### config.mk
export PLATFORM = sky130hd
export DESIGN_NAME = flash_led_governor
export DESIGN_NICKNAME = d
export VERILOG_FILES = /design/src/delay_timer.v /design/src/fault_persist.v /design/src/flash_led_governor.v
export VERILOG_INCLUDE_DIRS = /design/src
export SDC_FILE = /design/constraint.sdc
export NUM_CORES = 1
export LEC_CHECK = 0
export BUFFER_PORTS_ARGS = -buffer_cell sky130_fd_sc_hd__buf_2
export CAP_MARGIN = 0
export CORE_MARGIN = 1.5
export CORE_UTILIZATION = 55
export DETAILED_ROUTE_END_ITERATION = 10
export GPL_TIMING_DRIVEN = 0
export PLACE_DENSITY = 0.79
export REMOVE_ABC_BUFFERS = 1
export SETUP_SLACK_MARGIN = 0.3
export SLEW_MARGIN = 20
export SYNTH_ARGS = -nofsm -noshare
export SYNTH_HDL_FRONTEND = slang
export SYNTH_SLANG_ARGS = --single-unit
### constraint.sdc
create_clock -name clk -period 4.3 [get_ports clk]
set_input_delay 0.86 -clock clk [delete_from_list [all_inputs] [get_ports clk]]
set_output_delay 0.86 -clock clk [all_outputs]
set_load 0.02 [all_outputs]
### src/flash_gov_regs.vh
/*
  Register map, field positions, reset values and timing constants of the
  flash LED supply-drop governor. Assumes a 100 MHz system clock.
*/
`ifndef FLASH_GOV_REGS_VH
`define FLASH_GOV_REGS_VH

// Byte addresses on the register port
`define ADDR_CTRL        8'h00
`define ADDR_CUR0        8'h04
`define ADDR_CUR1        8'h08
`define ADDR_THRESH      8'h0C
`define ADDR_DELAY       8'h10
`define ADDR_STATUS      8'h14
`define ADDR_CLEAR       8'h18
`define ADDR_INT_EN      8'h1C
`define ADDR_STATE       8'h20

// Field positions
`define CTRL_GOV_EN_BIT  2
`define THR_HYS_LSB      4
`define DLY_RISE_LSB     8
`define ST_SHORT_LSB     2
`define STATE_CODE1_LSB  8
`define STATE_EVENT_BIT  16

// Reset values
`define CTRL_RST         3'h4
`define CUR_RST          6'h10
`define THRESH_RST       7'h18
`define DELAY_RST        16'h0101
`define INT_EN_RST       4'h0

// Timing
`define CLK_MHZ          100
`define TICK_US          1
`define TICK_CYCLES      (`TICK_US * `CLK_MHZ)
`define OPEN_TIME_US     8000
`define SHORT_TIME_US    1000
`define OPEN_CYCLES      (`OPEN_TIME_US * `CLK_MHZ)
`define SHORT_CYCLES     (`SHORT_TIME_US * `CLK_MHZ)

`endif

### src/delay_timer.v
/*
  Resample delay counter: loads a count and steps it down on each tick.
  Assumes tick is a one-cycle enable pulse in the clk domain.
*/
`default_nettype none

module delay_timer #(
  parameter W = 8
) (
  input  wire         clk,
  input  wire         rst_b,
  input  wire         tick,
  input  wire         load,
  input  wire [W-1:0] load_val,
  output wire         done
);

  reg [W-1:0] count;

  always @(posedge clk or negedge rst_b)
  begin
    if (!rst_b)
      count <= {W{1'b0}};
    else if (load)
      count <= load_val;
    else if (tick && count != {W{1'b0}})
      count <= count - 1'b1;
  end

  assign done = (count == {W{1'b0}}) && !load;

endmodule // delay_timer

`default_nettype wire

### src/fault_persist.v
/*
  Persistence filter: held goes high once cond has stayed high for LIMIT
  consecutive cycles, and falls as soon as cond drops.
  Assumes cond is synchronous to clk.
*/
`default_nettype none

module fault_persist #(
  parameter         W     = 20,
  parameter [W-1:0] LIMIT = 20'd1
) (
  input  wire clk,
  input  wire rst_b,
  input  wire cond,
  output wire held
);

  reg [W-1:0] count;

  always @(posedge clk or negedge rst_b)
  begin
    if (!rst_b)
      count <= {W{1'b0}};
    else if (!cond)
      count <= {W{1'b0}};
    else if (count != LIMIT)
      count <= count + 1'b1;
  end

  assign held = (count == LIMIT);

endmodule // fault_persist

`default_nettype wire

### src/flash_led_governor.v
/*
  Dual-channel flash/torch LED current governor: supply-drop stepping,
  open/short LED monitors, register port and interrupt.
  Assumes comparator and event inputs are synchronous to clk and that the
  analog side applies led_current_code and regulator_enable.
*/
// Implementation choices: the address-and-strobe port and the address map.
// What this block does
// RULE1 - Current decisions use the system supply rail comparator, never the battery voltage.
// RULE2 - During a flash or torch event a supply below the drop threshold is detected.
// RULE3 - A supply below threshold lowers the LED current by exactly one step.
// RULE4 - After each adjustment a separate falling or rising delay runs before resampling.
// RULE5 - A supply still below threshold after the delay lowers the current one more step.
// RULE6 - A supply above threshold plus hysteresis raises the current one step if below setting.
// RULE7 - A hysteresis setting of 000 disables all current increases.
// RULE8 - The sample, delay and adjust loop runs for the whole event.
// RULE9 - The LED node held near the bypass rail for 8 ms is an open fault.
// RULE10 - The LED node held below 1.0 V for 1 ms is a short fault.
// RULE11 - Open and short monitors run only while the regulator is on and an event is active.
// RULE12 - A fault disables its regulator and latches a status bit.
// RULE13 - The active-low interrupt falls only for faults whose enable bit is set.
// RULE14 - A step is one code; codes stop at zero and never exceed the setting.
// RULE15 - Fault bits stay set until cleared and the regulator stays off until re-enabled.
`include "flash_gov_regs.vh"
`default_nettype none

module flash_led_governor #(
  parameter CODE_W       = 6,
  parameter DLY_W        = 8,
  parameter FLT_W        = 20,
  parameter OPEN_CYCLES  = `OPEN_CYCLES,
  parameter SHORT_CYCLES = `SHORT_CYCLES
) (
  input  wire                  clk,
  input  wire                  rst_b,
  input  wire [7:0]            addr,
  input  wire [31:0]           wdata,
  input  wire                  wr,
  input  wire                  rd,
  output reg  [31:0]           rdata,
  input  wire                  event_active,
  input  wire                  supply_below_threshold,
  input  wire                  supply_above_hysteresis,
  input  wire [1:0]            led_open_cmp,
  input  wire [1:0]            led_short_cmp,
  output wire [3:0]            supply_drop_threshold,
  output wire [2:0]            supply_recover_hysteresis,
  output wire [2*CODE_W-1:0]   led_current_code,
  output wire [1:0]            regulator_enable,
  output reg                   int_b
);

  localparam S_IDLE   = 2'd0;
  localparam S_SAMPLE = 2'd1;
  localparam S_WAIT   = 2'd2;
  localparam [31:0] TICK_FULL  = `TICK_CYCLES - 1;
  localparam [6:0]  TICK_LAST  = TICK_FULL[6:0];
  localparam [2:0]  CTRL_RST_V = `CTRL_RST;

  wire [2:0]          ctrl;
  reg                 gov_on;
  reg  [CODE_W-1:0]   cur0;
  reg  [CODE_W-1:0]   cur1;
  reg  [6:0]          thresh;
  reg  [15:0]         delay;
  reg  [3:0]          status;
  reg  [3:0]          int_en;
  reg  [1:0]          state;
  reg  [1:0]          next_state;
  reg  [6:0]          tick_cnt;
  reg                 tick;
  reg  [31:0]         next_rdata;
  wire [2*CODE_W-1:0] user_code;
  wire [1:0]          below_user;
  wire [1:0]          open_hit;
  wire [1:0]          short_hit;
  wire [3:0]          fault_set;
  wire [3:0]          fault_clr;
  wire                gov_en;
  wire                hys_zero;
  wire                step_down;
  wire                step_up;
  wire                timer_load;
  wire [DLY_W-1:0]    timer_val;
  wire                timer_done;
  wire                wr_ctrl;
  wire                irq_pending;

  assign supply_drop_threshold     = thresh[3:0];
  assign supply_recover_hysteresis = thresh[6:4];
  assign regulator_enable          = ctrl[1:0];
  assign user_code                 = {cur1, cur0};
  assign gov_en                    = ctrl[`CTRL_GOV_EN_BIT];
  assign hys_zero                  = (supply_recover_hysteresis == 3'h0);
  assign wr_ctrl                   = wr && (addr == `ADDR_CTRL);
  assign ctrl[`CTRL_GOV_EN_BIT]    = gov_on;

  // Microsecond tick for the resample delays
  always @(posedge clk or negedge rst_b)
  begin
    if (!rst_b)
    begin
      tick_cnt <= 7'h00;
      tick     <= 1'b0;
    end
    else if (tick_cnt == TICK_LAST)
    begin
      tick_cnt <= 7'h00;
      tick     <= 1'b1;
    end
    else
    begin
      tick_cnt <= tick_cnt + 7'h01;
      tick     <= 1'b0;
    end
  end

  // Governor decisions, taken from the system rail comparators
  // Both channels step together off the one shared rail comparator
  assign step_down = gov_en && (state == S_SAMPLE)
                     && supply_below_threshold; // RULE1 RULE2 RULE3 RULE5
  assign step_up   = gov_en && (state == S_SAMPLE) && !supply_below_threshold
                     && supply_above_hysteresis && !hys_zero
                     && (|below_user); // RULE1 RULE6 RULE7

  // Falling delay after a step down, rising delay after a step up
  assign timer_load = step_down || step_up;
  assign timer_val  = step_down ? delay[DLY_W-1:0]
                                : delay[`DLY_RISE_LSB +: DLY_W]; // RULE4

  delay_timer #(
    .W        (DLY_W)
  ) u_delay (
    .clk      (clk),
    .rst_b    (rst_b),
    .tick     (tick),
    .load     (timer_load),
    .load_val (timer_val),
    .done     (timer_done)
  );

  always @*
  begin
    next_state = state;
    case (state)
      S_IDLE:
      begin
        if (event_active)
          next_state = S_SAMPLE;
      end
      S_SAMPLE:
      begin
        if (!event_active)
          next_state = S_IDLE;
        else if (timer_load)
          next_state = S_WAIT; // RULE4
      end
      S_WAIT:
      begin
        if (!event_active)
          next_state = S_IDLE;
        else if (timer_done)
          next_state = S_SAMPLE; // RULE8
      end
      default:
        next_state = S_IDLE;
    endcase
  end

  always @(posedge clk or negedge rst_b)
  begin
    if (!rst_b)
      state <= S_IDLE;
    else
      state <= next_state;
  end

  // Per-channel current code and fault monitors
  genvar i;
  generate
    for (i = 0; i < 2; i = i + 1)
    begin : g_ch
      wire [CODE_W-1:0] user;
      wire              reg_on;
      wire              open_cond;
      wire              short_cond;
      wire              fault_hit;
      reg  [CODE_W-1:0] code;
      reg  [CODE_W-1:0] next_code;
      reg               en;

      assign user          = user_code[i*CODE_W +: CODE_W];
      assign below_user[i] = (code < user);
      assign reg_on        = en && event_active;
      assign open_cond     = led_open_cmp[i] && reg_on; // RULE9 RULE11
      assign short_cond    = led_short_cmp[i] && reg_on; // RULE10 RULE11
      assign fault_hit     = open_hit[i] || short_hit[i];
      assign ctrl[i]       = en;
      assign led_current_code[i*CODE_W +: CODE_W] = code;

      // Outside an event the code tracks the setting; a lowered setting clamps it
      always @*
      begin
        next_code = code;
        if (!event_active || code > user)
          next_code = user; // RULE14
        else if (step_down && code != {CODE_W{1'b0}})
          next_code = code - 1'b1; // RULE3 RULE14
        else if (step_up && code < user)
          next_code = code + 1'b1; // RULE6 RULE14
      end

      always @(posedge clk or negedge rst_b)
      begin
        if (!rst_b)
          code <= `CUR_RST;
        else
          code <= next_code;
      end

      // Persistence filters restart on any gap in the comparator
      fault_persist #(
        .W     (FLT_W),
        .LIMIT (OPEN_CYCLES[FLT_W-1:0])
      ) u_open (
        .clk   (clk),
        .rst_b (rst_b),
        .cond  (open_cond),
        .held  (open_hit[i])
      );

      fault_persist #(
        .W     (FLT_W),
        .LIMIT (SHORT_CYCLES[FLT_W-1:0])
      ) u_short (
        .clk   (clk),
        .rst_b (rst_b),
        .cond  (short_cond),
        .held  (short_hit[i])
      );

      // A fault beats a same-cycle re-enable
      always @(posedge clk or negedge rst_b)
      begin
        if (!rst_b)
          en <= CTRL_RST_V[i];
        else if (fault_hit)
          en <= 1'b0; // RULE12 RULE15
        else if (wr_ctrl)
          en <= wdata[i];
      end
    end
  endgenerate

  assign fault_set = {short_hit, open_hit};
  assign fault_clr = (wr && addr == `ADDR_CLEAR) ? wdata[3:0] : 4'h0;

  // Status: a fault set in the clearing cycle is kept
  always @(posedge clk or negedge rst_b)
  begin
    if (!rst_b)
      status <= 4'h0;
    else
      status <= (status & ~fault_clr) | fault_set; // RULE12 RULE15
  end

  // Register writes
  always @(posedge clk or negedge rst_b)
  begin
    if (!rst_b)
    begin
      gov_on  <= CTRL_RST_V[`CTRL_GOV_EN_BIT];
      cur0    <= `CUR_RST;
      cur1    <= `CUR_RST;
      thresh  <= `THRESH_RST;
      delay   <= `DELAY_RST;
      int_en  <= `INT_EN_RST;
    end
    else
    begin
      if (wr_ctrl)
        gov_on <= wdata[`CTRL_GOV_EN_BIT];
      if (wr)
      begin
        case (addr)
          `ADDR_CUR0:   cur0   <= wdata[CODE_W-1:0];
          `ADDR_CUR1:   cur1   <= wdata[CODE_W-1:0];
          `ADDR_THRESH: thresh <= wdata[6:0];
          `ADDR_DELAY:  delay  <= wdata[15:0];
          `ADDR_INT_EN: int_en <= wdata[3:0];
          default:      ;
        endcase
      end
    end
  end

  // Interrupt pin, registered so it never glitches on a status update
  assign irq_pending = |(status & int_en);

  always @(posedge clk or negedge rst_b)
  begin
    if (!rst_b)
      int_b <= 1'b1;
    else
      int_b <= !irq_pending; // RULE13
  end

  // Read data, valid only in the cycle after the read strobe
  // Zero outside that cycle so a stale word never lingers on the bus
  always @*
  begin
    next_rdata = 32'h0000_0000;
    case (addr)
      `ADDR_CTRL:   next_rdata[2:0]        = ctrl;
      `ADDR_CUR0:   next_rdata[CODE_W-1:0] = cur0;
      `ADDR_CUR1:   next_rdata[CODE_W-1:0] = cur1;
      `ADDR_THRESH: next_rdata[6:0]        = thresh;
      `ADDR_DELAY:  next_rdata[15:0]       = delay;
      `ADDR_STATUS: next_rdata[3:0]        = status;
      `ADDR_INT_EN: next_rdata[3:0]        = int_en;
      `ADDR_STATE:
      begin
        next_rdata[CODE_W-1:0] = led_current_code[CODE_W-1:0];
        next_rdata[`STATE_CODE1_LSB +: CODE_W] =
          led_current_code[CODE_W +: CODE_W];
        next_rdata[`STATE_EVENT_BIT] = event_active;
      end
      default:      next_rdata = 32'h0000_0000;
    endcase
  end

  always @(posedge clk or negedge rst_b)
  begin
    if (!rst_b)
      rdata <= 32'h0000_0000;
    else if (rd)
      rdata <= next_rdata;
    else
      rdata <= 32'h0000_0000;
  end

endmodule // flash_led_governor

`default_nettype wire

==> qor.csv <==
metric,value,unit
status,finished clean,
slowest_stage,a31oi_1,
routed_wl,19700,um
num_antenna_cells,0,
pin_count,105,
die_w,133,um
pwr_density_cell,350,nW/um^2
rows,47,
required,4.60,ns
die_h,133,um
cts_inserted_buffers,17,
p_leak,4.68,nW
cts.sinks,174,
synth_ff_type,dfrtp_1,
p_total,3.63,mW
cts_root_buf,clkbuf_16,
period_share,72.4,%
nets,1095,
yosys-top-cells-count,"164 x dfrtp_1, 103 x nor2_1, 89 x nand2_1",
rsz0062_at_grt,false,
drt_pass1_iterations,5,
syn_inst,951,
synth.top_cell.area_share,44.2,%
fin_skew,0.00771,ns
cts_hold_buffers,0,
postCtsSetupBuffers,0,
syn_area,9280,sq um
grt_max_degree,99,
cts-resized-gates,0,
clk_latency,0.43,ns
p_seq_share,47.7,%
tritoncts,built,
worst_slew_pin_slew,0.954,ns
max_freq,0.321,GHz
antenna_found_initial,0,
grt_pass1_vias,6852,
setup_viol,0,
clk_pin_slew,0.06,ns
min_period,3.11,ns
dieArea,17700,sq um
hold_viol_final,0,
drive_above_1_share,14.9,%
placed_area,9770,sq um
worst-path-buf-inv,0,
core_area,16500,sq um
area.growth.synth_to_final,11.7,%
clock_path_buffers,2,
final_util,62.7,%
synth_seq_area_share,47.0,%
dr_total_vias,7077,
p_int,2.75,mW
grtUsageTotal,23.7,%
n_fill_cell,1320,
cp_max_fo,7,
grt_pass1_wl,33500,um
grt_remaining_overflow,0,
clkPwrFrac,43.0,%
relSlewSlack,36.2,%
crit_arrival,3.41,ns
synth_edf_count,0,
io_buffers,73,
hp-class,in -> async,
ys_warn_count,0,
slew_violations,0,
comb_power_share,9.2,%
cp-end-kind,flop,
yosysMostFrequentCell,dfrtp_1,
drv_cap,0,
ant_nets,0,
startpoint_type,flop,
cp_top_family,compound AO/OA/AOI/OAI gates,
worstSetupPathType,reg -> reg,
h-tree-depth,4,
synth_top_area_cell,dfrtp_1,
yosys_register_bits,174,
syn_avg_cell_area,9.76,sq um
swShare,24.2,%
drc_errors,0,
holdWs,0.396,ns
p_sw,879,uW
gp_congestion,0.873,
yosys-top-cells-area,"dfrtp_1 44%, xor2_1 4.7%, ha_1 4.2%, nor2_1 4.2%, o21ai_0 3.7%",
hpwl,13600,um
start_util,56.2,%
critPathMaxStageDelay,0.65,ns
fin_area,10400,sq um
fin_cells,1244,
drtIter0Drc,501,
peakVddDrop,0.265,mV
routedWlPerCell,15.8,um
crit_chain,nand4b_1 > a31oi_1 > ha_1 > a211oi_1 > o21bai_1 > a21oi_1 > mux2i_1 > xor2_1 > o21ai_0,
async_flop_share,100,%
synthDistinctLibCells,63,
place_inst,1212,
avgViaCountPerCell,5.69,
power groups by stage:
stage	logic [mW]	clock network, mW	registers [mW]
after detailed placement	0.332	0	1.76
after CTS	0.336	1.58	1.73
after global routing	0.376	1.65	1.73
after floorplan	0.192	0	1.76
final	0.335	1.56	1.73
after global placement	0.317	0	1.76
placed cells by master (no fill, tap or decap), types with 11 or more instances in the layout:
cell       netlist  routed
a21oi_1         31      31
a22o_1          12      12
and3_1          15      15
buf_2            3      72
clkbuf_16        0      17
conb_1           1      15
dfrtp_1        164     164
ha_1            31      31
inv_1           45      45
mux2_2          25      25
mux2i_1         31      31
nand2_1         89      89
nand3_1         48      48
nand4_1         24      24
nor2_1         103     103
nor3_1          18      18
nor4_1          12      11
o21ai_0         68      68
xnor2_1         31      31
xor2_1          50      50
layer usage:
| layer | global-route usage [%] | vias to the layer above | part of all wire (%) |
|---|---|---|---|
| li1 | - | 3411 | - |
| met1 | 31.8 | 3434 | 45 |
| met2 | 38.2 | 195 | 48 |
| met3 | 4.29 | 37 | 4.1 |
| met4 | 9.52 | 0 | 2.9 |
| met5 | 0 | - | 0 |
cell type report:
class                      count  area, sq um  share of cell area (%)
clock buffer                  28          527                    5.08
clock inverter                 4         73.8                   0.712
tap                          220          275                    2.65
inverter                      45          169                    1.63
timing repair buffer          74          403                    3.89
sequential                   174         4370                    42.1
multi-input combinational    699         4550                    43.9
metrics by stage:
step                      setup slack (ns)  TNS (ns)
after floorplan                       1.51         0
after global placement              -0.280    -42.97
after detailed placement             0.867         0
after CTS                             1.25         0
after global routing                 0.985         0
final                                 1.19         0
registers in the layout, summed over array words and instances (netlist names), 4 cells and up:
signal and count:
tick_cnt 7, cur0 6, thresh 7, rdata 17
int_en 4, status 4, cur1 6, u_delay.count 8
g_ch.u_short.count 40, delay 16, g_ch.u_open.count 40, g_ch.code 12
logic make-up (layout without fill, tap and decap cells):
kind of cell               after synthesis  in the layout  synth area share (%)
buffers and inverters                   92            151                  4.53
adders and majority gates               33             33                  4.61
DFF                                    174            174                  47.0
muxes                                   58             58                  6.70
and+or+nand+nor                        372            372                  20.5
other                                    1             15                0.0404
xor gates and xnor gates                81             81                  7.64
AOI/OAI and AO/OA                      140            140                  8.98
worst paths after layout:
check	start	endpoint	slack, ns	depth (start not counted)
min	rst_b	delay[12]	0.40	1
min reg2reg	status[3]	int_b	0.48	1
max reg2reg	gov_en	g_ch[0].code[5]	1.19	9
max	gov_en	g_ch[0].code[5]	1.19	9
max in group asynchronous	rst_b	g_ch[1].u_short.count[17]	3.03	2
min in group clk	status[3]	int_b	0.48	1
worst register-to-register path, delay by kind of cell (launching register included):
family          cells  cell delay [ns]
compound gates      5             1.26
xor+xnor            1             0.16
fa+ha+maj           1             0.37
flops               1             0.59
mux                 1             0.24
simple gates        1             0.38
(Power assumes the default switching activity.)
